==> config.mk <==
export PLATFORM = sky130hd
export DESIGN_NAME = pitc_top
export DESIGN_NICKNAME = d
export VERILOG_FILES = /design/src/include/pitc_pkg.sv /design/src/include/pitc_tick_if.sv /design/src/core/pitc_idle_timer.sv /design/src/core/pitc_top.sv
export VERILOG_INCLUDE_DIRS = /design/src /design/src/include
export SDC_FILE = /design/constraint.sdc
export NUM_CORES = 1
export LEC_CHECK = 0
export ABC_AREA = 1
export BUFFER_PORTS_ARGS = -buffer_cell sky130_fd_sc_hd__buf_2
export CORE_ASPECT_RATIO = 0.8
export CORE_MARGIN = 5
export CORE_UTILIZATION = 40
export CTS_BUF_LIST = sky130_fd_sc_hd__clkbuf_8
export DETAILED_ROUTE_END_ITERATION = 16
export PLACE_DENSITY = 0.54
export SYNTH_ARGS = -nofsm -noshare
export SYNTH_HDL_FRONTEND = slang
export SYNTH_SLANG_ARGS = --single-unit
==> constraint.sdc <==
create_clock -name clk_sys -period 6.5 [get_ports clk_sys]
set_input_delay 0.325 -clock clk_sys [delete_from_list [all_inputs] [get_ports clk_sys]]
set_output_delay 0.325 -clock clk_sys [all_outputs]
set_load 0.02 [all_outputs]
==> src/include/pitc_regs.svh <==
// Register map, field positions, reset values and time constants of the idle timeout block.
`ifndef PITC_REGS_SVH
`define PITC_REGS_SVH

// ----------------------------------------------------------------------------
// Register indices and byte addresses
// ----------------------------------------------------------------------------
`define PITC_IDX_DOZE          12'h054
`define PITC_IDX_STANDBY       12'h055
`define PITC_IDX_STATUS        12'h058
`define PITC_ADDR_DOZE         (`PITC_IDX_DOZE << 2)
`define PITC_ADDR_STANDBY      (`PITC_IDX_STANDBY << 2)
`define PITC_ADDR_STATUS       (`PITC_IDX_STATUS << 2)
`define PITC_RESET_DOZE        8'h00
`define PITC_RESET_STANDBY     8'h00

// ----------------------------------------------------------------------------
// Field positions
// ----------------------------------------------------------------------------
`define PITC_TURBO_HI          7
`define PITC_TURBO_LO          6
`define PITC_SYSDOZE_HI        5
`define PITC_SYSDOZE_LO        3
`define PITC_VRAM_HI           2
`define PITC_VRAM_LO           0
`define PITC_CSDEV_HI          7
`define PITC_CSDEV_LO          4
`define PITC_HDD_HI            3
`define PITC_HDD_LO            0

// ----------------------------------------------------------------------------
// Time base
// ----------------------------------------------------------------------------
`define PITC_CLK_PERIOD_NS     100
`define PITC_MS_NS             1000000
`define PITC_SUBSEC_NS         31250000
`define PITC_SUBSEC_PER_SEC    32
`define PITC_SEC_PER_MIN       60
`define PITC_MIN_SUBTICKS      (`PITC_SEC_PER_MIN * `PITC_SUBSEC_PER_SEC)

`endif

==> src/include/pitc_pkg.sv <==
// Types shared by the idle timeout block.
`default_nettype none
package pitc_pkg;
    typedef logic [15:0] pitc_limit_t;
    typedef enum int {
        PITC_TURBO   = 0,
        PITC_SYSDOZE = 1,
        PITC_VRAM    = 2,
        PITC_CSDEV   = 3,
        PITC_HDD     = 4,
        PITC_NUM     = 5
    } pitc_timer_t;
endpackage : pitc_pkg
`default_nettype wire

==> src/include/pitc_tick_if.sv <==
// Control and result signals between the top and one timeout counter.
`timescale 1ns/1ps
`default_nettype none
interface pitc_tick_if;
    logic                 tick;
    logic                 restart;
    logic                 enable;
    pitc_pkg::pitc_limit_t limit;
    logic                 expired;
    modport timer (input tick, input restart, input enable, input limit, output expired);
    modport ctrl  (output tick, output restart, output enable, output limit, input expired);
endinterface : pitc_tick_if
`default_nettype wire

==> src/core/pitc_idle_timer.sv <==
// One restartable timeout counter driven by a slow tick.
`timescale 1ns/1ps
`default_nettype none
module pitc_idle_timer (
    input  wire logic clk_sys,
    input  wire logic rstn,
    pitc_tick_if.timer port
);
    pitc_pkg::pitc_limit_t count_q;
    logic                  expired_q;
    logic                  lastTick;

    assign lastTick = port.tick && (count_q >= port.limit - 16'h0001);
    assign port.expired = expired_q;

    // Activity wins over an expiry in the same cycle, since the resource was not idle.
    always_ff @(posedge clk_sys or negedge rstn) begin
        if (!rstn) begin
            count_q   <= 16'h0000;
            expired_q <= 1'b0;
        end else if (port.restart || !port.enable) begin
            count_q   <= 16'h0000;
            expired_q <= 1'b0;
        end else if (port.tick && !expired_q) begin
            count_q   <= lastTick ? 16'h0000 : count_q + 16'h0001;
            expired_q <= lastTick;
        end
    end

    chk_restart_clears: assert property (
        @(posedge clk_sys) disable iff (!rstn)
        port.restart |=> (count_q == 16'h0000) && !expired_q)
        else $error("Counter not cleared after activity.");

    chk_expiry_cause: assert property (
        @(posedge clk_sys) disable iff (!rstn)
        $rose(expired_q) |-> $past(port.tick) && !$past(port.restart) && $past(port.enable)
            && ($past(count_q) == $past(port.limit) - 16'h0001))
        else $error("Timeout raised without a full idle count.");
endmodule : pitc_idle_timer
`default_nettype wire

==> src/core/pitc_top.sv <==
// Idle and doze timeout configuration registers with their five timeout counters.
//
// Chosen here: the APB slave port.
`timescale 1ns/1ps
`default_nettype none
`include "pitc_regs.svh"
module pitc_top #(
    parameter int MS_CYCLES     = `PITC_MS_NS / `PITC_CLK_PERIOD_NS,
    parameter int SUBSEC_CYCLES = `PITC_SUBSEC_NS / `PITC_CLK_PERIOD_NS
) (
    input  wire logic        clk_sys,
    input  wire logic        rstn,
    input  wire logic        psel,
    input  wire logic        penable,
    input  wire logic        pwrite,
    input  wire logic [11:0] paddr,
    input  wire logic [31:0] pwdata,
    output var  logic [31:0] prdata,
    output var  logic        pready,
    output var  logic        pslverr,
    input  wire logic        intAck,
    input  wire logic        sysEventActivity,
    input  wire logic        vramActivity,
    input  wire logic        csDevActivity,
    input  wire logic        hddActivity,
    output var  logic        turboHold,
    output var  logic        sysDozeReq,
    output var  logic        vramDozeReq,
    output var  logic        csDevStandbyReq,
    output var  logic        hddStandbyReq
);
    // ------------------------------------------------------------------------
    // Register bus
    // ------------------------------------------------------------------------
    logic [7:0]  dozeCfg_q;
    logic [7:0]  standbyCfg_q;
    logic        turboSeen_q;
    logic        access;
    logic        complete;
    logic        hitDoze;
    logic        hitStandby;
    logic        hitStatus;
    logic        hitAny;
    logic        wrDoze;
    logic        wrStandby;
    logic [31:0] rdMux;
    logic [7:0]  statusW;

    // One wait state keeps prdata and pready straight from flip-flops.
    assign access     = psel && penable && !pready;
    // Writes land at the completing edge, where the master samples pready high.
    assign complete   = psel && penable && pready;
    assign hitDoze    = (paddr == 12'(`PITC_ADDR_DOZE));
    assign hitStandby = (paddr == 12'(`PITC_ADDR_STANDBY));
    assign hitStatus  = (paddr == 12'(`PITC_ADDR_STATUS));
    assign hitAny     = hitDoze || hitStandby || hitStatus;
    assign wrDoze     = complete && pwrite && hitDoze;
    assign wrStandby  = complete && pwrite && hitStandby;
    assign statusW    = {3'h0, hddStandbyReq, csDevStandbyReq, vramDozeReq,
                         sysDozeReq, turboHold};
    assign rdMux      = hitDoze    ? {24'h000000, dozeCfg_q}    :
                        hitStandby ? {24'h000000, standbyCfg_q} :
                        hitStatus  ? {24'h000000, statusW}      : 32'h00000000;

    always_ff @(posedge clk_sys or negedge rstn) begin
        if (!rstn) begin
            pready  <= 1'b0;
            pslverr <= 1'b0;
            prdata  <= 32'h00000000;
        end else begin
            pready  <= access;
            pslverr <= access && !(hitAny && !(pwrite && hitStatus));
            prdata  <= (access && !pwrite) ? rdMux : 32'h00000000;
        end
    end

    always_ff @(posedge clk_sys or negedge rstn) begin
        if (!rstn) begin
            dozeCfg_q    <= `PITC_RESET_DOZE;
            standbyCfg_q <= `PITC_RESET_STANDBY;
        end else begin
            if (wrDoze) begin
                dozeCfg_q <= pwdata[7:0];
            end
            if (wrStandby) begin
                standbyCfg_q <= pwdata[7:0];
            end
        end
    end

    // ------------------------------------------------------------------------
    // Time base
    // ------------------------------------------------------------------------
    logic [19:0] msDiv_q;
    logic [19:0] subDiv_q;
    logic        msTick_q;
    logic        subTick_q;

    always_ff @(posedge clk_sys or negedge rstn) begin
        if (!rstn) begin
            msDiv_q   <= 20'h00000;
            subDiv_q  <= 20'h00000;
            msTick_q  <= 1'b0;
            subTick_q <= 1'b0;
        end else begin
            msTick_q  <= (msDiv_q == 20'(MS_CYCLES - 1));
            subTick_q <= (subDiv_q == 20'(SUBSEC_CYCLES - 1));
            msDiv_q   <= (msDiv_q == 20'(MS_CYCLES - 1)) ? 20'h00000 : msDiv_q + 20'h00001;
            subDiv_q  <= (subDiv_q == 20'(SUBSEC_CYCLES - 1)) ? 20'h00000
                                                               : subDiv_q + 20'h00001;
        end
    end

    // ------------------------------------------------------------------------
    // Timeout selection
    // ------------------------------------------------------------------------
    logic [1:0] turboCode;
    logic [2:0] sysCode;
    logic [2:0] vramCode;
    logic [3:0] csDevCode;
    logic [3:0] hddCode;
    pitc_pkg::pitc_limit_t limitW [pitc_pkg::PITC_NUM];
    logic       tickW    [pitc_pkg::PITC_NUM];
    logic       restartW [pitc_pkg::PITC_NUM];
    logic       enableW  [pitc_pkg::PITC_NUM];
    logic       expiredW [pitc_pkg::PITC_NUM];

    assign turboCode = dozeCfg_q[`PITC_TURBO_HI:`PITC_TURBO_LO];
    assign sysCode   = dozeCfg_q[`PITC_SYSDOZE_HI:`PITC_SYSDOZE_LO];
    assign vramCode  = dozeCfg_q[`PITC_VRAM_HI:`PITC_VRAM_LO];
    assign csDevCode = standbyCfg_q[`PITC_CSDEV_HI:`PITC_CSDEV_LO];
    assign hddCode   = standbyCfg_q[`PITC_HDD_HI:`PITC_HDD_LO];

    assign limitW[pitc_pkg::PITC_TURBO]   = 16'h0001 << {turboCode, 1'b0};
    assign limitW[pitc_pkg::PITC_SYSDOZE] = 16'h0001 << (sysCode - 3'h1);
    assign limitW[pitc_pkg::PITC_VRAM]    = 16'h0001 << (vramCode - 3'h1);
    assign limitW[pitc_pkg::PITC_CSDEV]   = {12'h000, csDevCode} * 16'(`PITC_MIN_SUBTICKS);
    assign limitW[pitc_pkg::PITC_HDD]     = {12'h000, hddCode} * 16'(`PITC_MIN_SUBTICKS);

    assign tickW[pitc_pkg::PITC_TURBO]   = msTick_q;
    assign tickW[pitc_pkg::PITC_SYSDOZE] = subTick_q;
    assign tickW[pitc_pkg::PITC_VRAM]    = msTick_q;
    assign tickW[pitc_pkg::PITC_CSDEV]   = subTick_q;
    assign tickW[pitc_pkg::PITC_HDD]     = subTick_q;

    // A new timeout setting restarts its counter so no stale count is compared to it.
    assign restartW[pitc_pkg::PITC_TURBO]   = intAck || wrDoze;
    assign restartW[pitc_pkg::PITC_SYSDOZE] = sysEventActivity || wrDoze;
    assign restartW[pitc_pkg::PITC_VRAM]    = vramActivity || wrDoze;
    assign restartW[pitc_pkg::PITC_CSDEV]   = csDevActivity || wrStandby;
    assign restartW[pitc_pkg::PITC_HDD]     = hddActivity || wrStandby;

    assign enableW[pitc_pkg::PITC_TURBO]   = 1'b1;
    assign enableW[pitc_pkg::PITC_SYSDOZE] = (sysCode != 3'h0);
    assign enableW[pitc_pkg::PITC_VRAM]    = (vramCode != 3'h0);
    assign enableW[pitc_pkg::PITC_CSDEV]   = (csDevCode != 4'h0);
    assign enableW[pitc_pkg::PITC_HDD]     = (hddCode != 4'h0);

    // ------------------------------------------------------------------------
    // Timeout counters
    // ------------------------------------------------------------------------
    pitc_tick_if tIf [pitc_pkg::PITC_NUM] ();

    for (genvar i = 0; i < pitc_pkg::PITC_NUM; i++) begin : gTimer
        assign tIf[i].tick    = tickW[i];
        assign tIf[i].restart = restartW[i];
        assign tIf[i].enable  = enableW[i];
        assign tIf[i].limit   = limitW[i];
        assign expiredW[i]    = tIf[i].expired;
        pitc_idle_timer uTimer (
            .clk_sys (clk_sys),
            .rstn    (rstn),
            .port    (tIf[i].timer)
        );
    end

    // ------------------------------------------------------------------------
    // Power-state outputs
    // ------------------------------------------------------------------------
    always_ff @(posedge clk_sys or negedge rstn) begin
        if (!rstn) begin
            turboSeen_q     <= 1'b0;
            turboHold       <= 1'b0;
            sysDozeReq      <= 1'b0;
            vramDozeReq     <= 1'b0;
            csDevStandbyReq <= 1'b0;
            hddStandbyReq   <= 1'b0;
        end else begin
            turboSeen_q     <= turboSeen_q || intAck;
            // A fresh acknowledge wins over an expiry flag that is only now being cleared.
            turboHold       <= (turboSeen_q || intAck)
                               && (intAck || !expiredW[pitc_pkg::PITC_TURBO]);
            sysDozeReq      <= expiredW[pitc_pkg::PITC_SYSDOZE];
            vramDozeReq     <= expiredW[pitc_pkg::PITC_VRAM];
            csDevStandbyReq <= expiredW[pitc_pkg::PITC_CSDEV];
            hddStandbyReq   <= expiredW[pitc_pkg::PITC_HDD];
        end
    end

    // ------------------------------------------------------------------------
    // Checks
    // ------------------------------------------------------------------------
    chk_turbo_period_map: assert property (
        @(posedge clk_sys) disable iff (!rstn)
        (turboCode == 2'h0 |-> limitW[pitc_pkg::PITC_TURBO] == 16'h0001)
        and (turboCode == 2'h3 |-> limitW[pitc_pkg::PITC_TURBO] == 16'h0040))
        else $error("Turbo hold period does not match its code.");

    chk_turbo_after_ack: assert property (
        @(posedge clk_sys) disable iff (!rstn)
        intAck ##1 !intAck |-> turboHold)
        else $error("Turbo not held after interrupt acknowledge.");

    chk_sysdoze_off: assert property (
        @(posedge clk_sys) disable iff (!rstn)
        (sysCode == 3'h0)[*3] |-> !sysDozeReq)
        else $error("System doze raised while disabled.");

    chk_sysdoze_longest: assert property (
        @(posedge clk_sys) disable iff (!rstn)
        sysCode == 3'h7 |-> limitW[pitc_pkg::PITC_SYSDOZE] == 16'h0040)
        else $error("Two second system doze limit wrong.");

    chk_vram_map: assert property (
        @(posedge clk_sys) disable iff (!rstn)
        (vramCode == 3'h1 |-> limitW[pitc_pkg::PITC_VRAM] == 16'h0001)
        and (vramCode == 3'h7 |-> limitW[pitc_pkg::PITC_VRAM] == 16'h0040))
        else $error("Video memory doze limit wrong.");

    chk_csdev_minutes: assert property (
        @(posedge clk_sys) disable iff (!rstn)
        csDevCode == 4'hf |-> limitW[pitc_pkg::PITC_CSDEV] == 16'h7080)
        else $error("Chip-select standby limit wrong.");

    chk_hdd_minutes: assert property (
        @(posedge clk_sys) disable iff (!rstn)
        hddCode == 4'h1 |-> limitW[pitc_pkg::PITC_HDD] == 16'h0780)
        else $error("Hard disk standby limit wrong.");

    chk_hdd_activity_drop: assert property (
        @(posedge clk_sys) disable iff (!rstn)
        hddActivity |-> ##2 !hddStandbyReq)
        else $error("Hard disk standby held through activity.");
endmodule : pitc_top
`default_nettype wire

==> summary by stage <==
Floorplan
The floorplan step defined a die boundary enclosing 31200 sq um. From left edge to right edge, the die measures slightly below 200 microns. The initial core utilization is 0.4067. Measured along the y axis, the die boundary spans 159 microns. between 90 and 100 I/O pins were placed.

The core area is approximately 27000 sq um. Row generation in the floorplan step produced 54 rows.

Pwr
The worst supply voltage drop on vdd is 0.0001193 V. The power density over cell area is ~150 nW/um^2. The analysis attributes to cell leakage a power of approximately 6.4 nW.

Worst setup path
For flop-to-flop paths, the worst setup slack is between 2 and 2.5 ns. The launch instance of the worst register-to-register path is standbyCfg_q[4]. Along the worst path, the maximum fanout reaches 15.

The startpoint type of the worst setup path is a flop. Data arrives at the worst endpoint at 4.86 ns. The required arrival time at the worst endpoint is ~6.9 ns. The critical path starts at standbyCfg_q[4]. The setup path with the least slack is of type flop to flop. The worst setup path is captured at a flop.

Placement
Routability-driven placement finished with a final weighted congestion of approximately 0.86. Once placement finished, the instance area stood at 11600 sq um. During placement, the flow inserted port buffers numbering 44. The half-perimeter wire length of the detailed placement result is 18820 microns.

At the placement stage, the worst setup path has a slack of approximately 2.0 ns.

CTS
After clock tree synthesis, the clock-pin slew on the worst setup and hold paths is roughly 0.090 ns. The number of levels in the clock H-tree is 4. The tree is rooted in a sky130_fd_sc_hd__clkbuf_8. The number of buffers created by CTS is 17.

The clock passes through at most 2 buffers. The quantity of gates resized following cts is 0. The sink count of the clock tree is between 150 and 200.

The later pin in the worst-skew pair is clocked with a latency of approximately 0.47 ns. TritonCTS built the clock tree.

STA
The slew at the pin closest to its max-slew limit is a little under 1 ns. The worst pin sits at a relative slew slack of 0.3460. For this run, the top clock speed supported by timing is 0.2239 GHz. The summed negative setup slack over all endpoints is 0 ns. Of the available clock period, the critical path in the final layout requires 0.6873.

The number of pins with negative max-slew slack in the final report came to 0. The count of final hold-check violations is 0. Across all setup checks in the final design, the least slack found is between 2 and 2.5 ns. The routed design could run at a clock period as short as 4.467 ns.

The number of failing setup endpoints in the final timing report is 0. Setup repair after global routing left no endpoint under its margin. Clock skew on the completed layout was measured at ~0.017 ns.

Cells and area
The library cell used most frequently in the layout, excluding fill and tap cells, is sky130_fd_sc_hd__nand2_1. Of the cells placed in the final design, the portion with a size suffix greater than 1 is 0.07865. In the layout the commonest cells are sky130_fd_sc_hd__nand2_1, sky130_fd_sc_hd__inv_1, sky130_fd_sc_hd__dfrtp_1. The number of diodes added for antenna fixing is 0. The post-route cell area is between 10000 and 15000 sq um.

The final layout contains between 1500 and 2000 nets. The area added between synthesis and finish is 8.240%.

Global routing
Entering global routing, the biggest net connects between 80 and 90 pins. The initial antenna violation count came to 1. The all-layer global routing usage is 0.1656. The number of global-route vias before repair was a little under 9000. The first global-routing pass estimated between 40000 and 50000 microns of wire. The leftover overflow at the end of global routing is 0.

Route
The detailed-route wire length per cell is 13.29 microns. The detailed-router iteration count before antenna repair is 6. In the routed design, unresolved DRC markers number 0. In this run, the number of DRC markers left after iteration 0 of detailed routing was 461. The routed layout has ~9100 vias. The ratio of routed vias to standard cells is 4.825. The total wire length is 24950 microns.

The remaining antenna violation count is 0.

Synthesis
The count of state elements after synthesis is 159. The sequential cell area fraction in the yosys report is 0.3584. During synthesis, Yosys emitted a total of 0 warnings.

The mean post-synth cell area is 7.656 sq um. Counting flops with an async set or reset pin after synthesis yields a share of 1.000. The most used flip-flop cell after synthesis is sky130_fd_sc_hd__dfrtp_1. The number of standard cells after synthesis is ~1500. Counting flops with a built-in enable in the synthesized netlist gives 0. In this run, distinct cell masters in the synthesized netlist total 46. After synthesis the cells add up to around 11000 sq um.

Min path
The origin of the worst min-delay path is penable. The type of the most critical hold path is primary input to flop.

Job
Across the run, the number of max-cap violations was 0.

Outcome
The run finished with clean final reports.
area by class of cell:
class,count,area (sq um)
Clock buffer,18,247.7
Inverter,221,829.5
Clock inverter,13,161.4
Fill cell,2773,15280
Timing Repair Buffer,47,251.5
Tap cell,364,455.4
Multi-Input combinational cell,1055,6091
Sequential cell,159,3979
logic make-up after synthesis:
family                   count (synthesis)  share of synthesized area
other                                    2                  0.0006765
AO/OA/AOI/OAI                          122                    0.06075
adder cells (fa/ha/maj)                 99                     0.1183
AND/OR/NAND/NOR                        720                     0.2932
buffers and inverters                  264                     0.1023
XOR/XNOR                                84                    0.06628
flip-flops                             159                     0.3584
registers in the layout, summed over array words and instances, names as in the netlist, 5 cells and up:
| signal | count |
|---|---|
| gTimer.uTimer.count_q | 80 |
| msDiv_q | 20 |
| subDiv_q | 20 |
| dozeCfg_q | 8 |
| prdata | 8 |
| standbyCfg_q | 8 |
| gTimer.uTimer.port.expired | 5 |
cells in the mapped netlist (all sizes together), types with 9 or more instances:
cell type  count  area (sq um)
ha            89          1114
inv          221         829.5
nor3          42         225.2
fa            10         200.2
o21ai         56         280.3
nor2         142         586.8
xor2          66         578.1
nand3         87         468.0
dfrtp        159          3979
nand4         72         471.7
o21bai         9         67.56
a21oi         43         222.7
buf           39         291.5
nand2        361          1378
xnor2         18         157.7
through the flow:
stage            util  instances  hold slack (ns)  power, mW
2_1_floorplan       -       1478          0.02941      1.063
6_report       0.4402       1877           0.1129      1.860
3_3_place_gp   0.4248       1845           0.3613      1.091
5_1_grt        0.4402       1877           0.1033      1.942
3_5_place_dp   0.4248       1845           0.3678      1.092
4_1_cts        0.4402       1877          0.07639      1.888
worst max-delay path, stage by stage (launching register included):
cell	delay [ns]
sky130_fd_sc_hd__dfrtp_1	0.54
sky130_fd_sc_hd__fa_1	0.51
sky130_fd_sc_hd__fa_1	0.52
sky130_fd_sc_hd__inv_1	0.06
sky130_fd_sc_hd__fa_1	0.39
sky130_fd_sc_hd__xor2_1	0.25
sky130_fd_sc_hd__nand3_1	0.10
sky130_fd_sc_hd__nor2_1	0.17
sky130_fd_sc_hd__nand2_1	0.07
sky130_fd_sc_hd__nor2_1	0.12
sky130_fd_sc_hd__nand3b_1	0.12
sky130_fd_sc_hd__nand2_1	0.06
sky130_fd_sc_hd__ha_1	0.28
sky130_fd_sc_hd__nand2_1	0.07
sky130_fd_sc_hd__nor2_1	0.04
sky130_fd_sc_hd__nor3_1	0.18
sky130_fd_sc_hd__nand3_1	0.11
sky130_fd_sc_hd__nand2_1	0.42
sky130_fd_sc_hd__nand2_1	0.18
sky130_fd_sc_hd__a21boi_0	0.18
metal layers:
layer  track usage  wire (microns)  up-vias  part of all wire
met5             0               7        -           0.00028
met4       0.03966             270        2             0.011
met3       0.03469             851       21             0.034
met2        0.2591           11000      101              0.44
met1        0.2360           12830     4211              0.51
li1              -               -     4721                 -
where the power goes:
part	total, mW	internal (mW)	switching, mW
Combinational	0.0763	0.0179	0.0584
Sequential	0.994	0.991	0.00303
Clock	0.790	0.389	0.401
worst paths after layout:
check / endpoint / cells past startpoint
worst min register to register: sysDozeReq / 0
min in group asynchronous: gTimer[2].uTimer.count_q[9] / 2
worst max-delay path: gTimer[3].uTimer.count_q[0] / 19
max in group asynchronous: gTimer[3].uTimer.count_q[6] / 3
worst max register to register: gTimer[3].uTimer.count_q[0] / 19
worst min-delay path: pready / 3
what timing repair did:
action                                  in CTS  in global routing
hold buffers                                 1                  0
endpoints found under the hold margin       84                  0
setup buffers                                0                  0
endpoints found under the setup margin       0                  0
(Power assumes the default switching activity.)
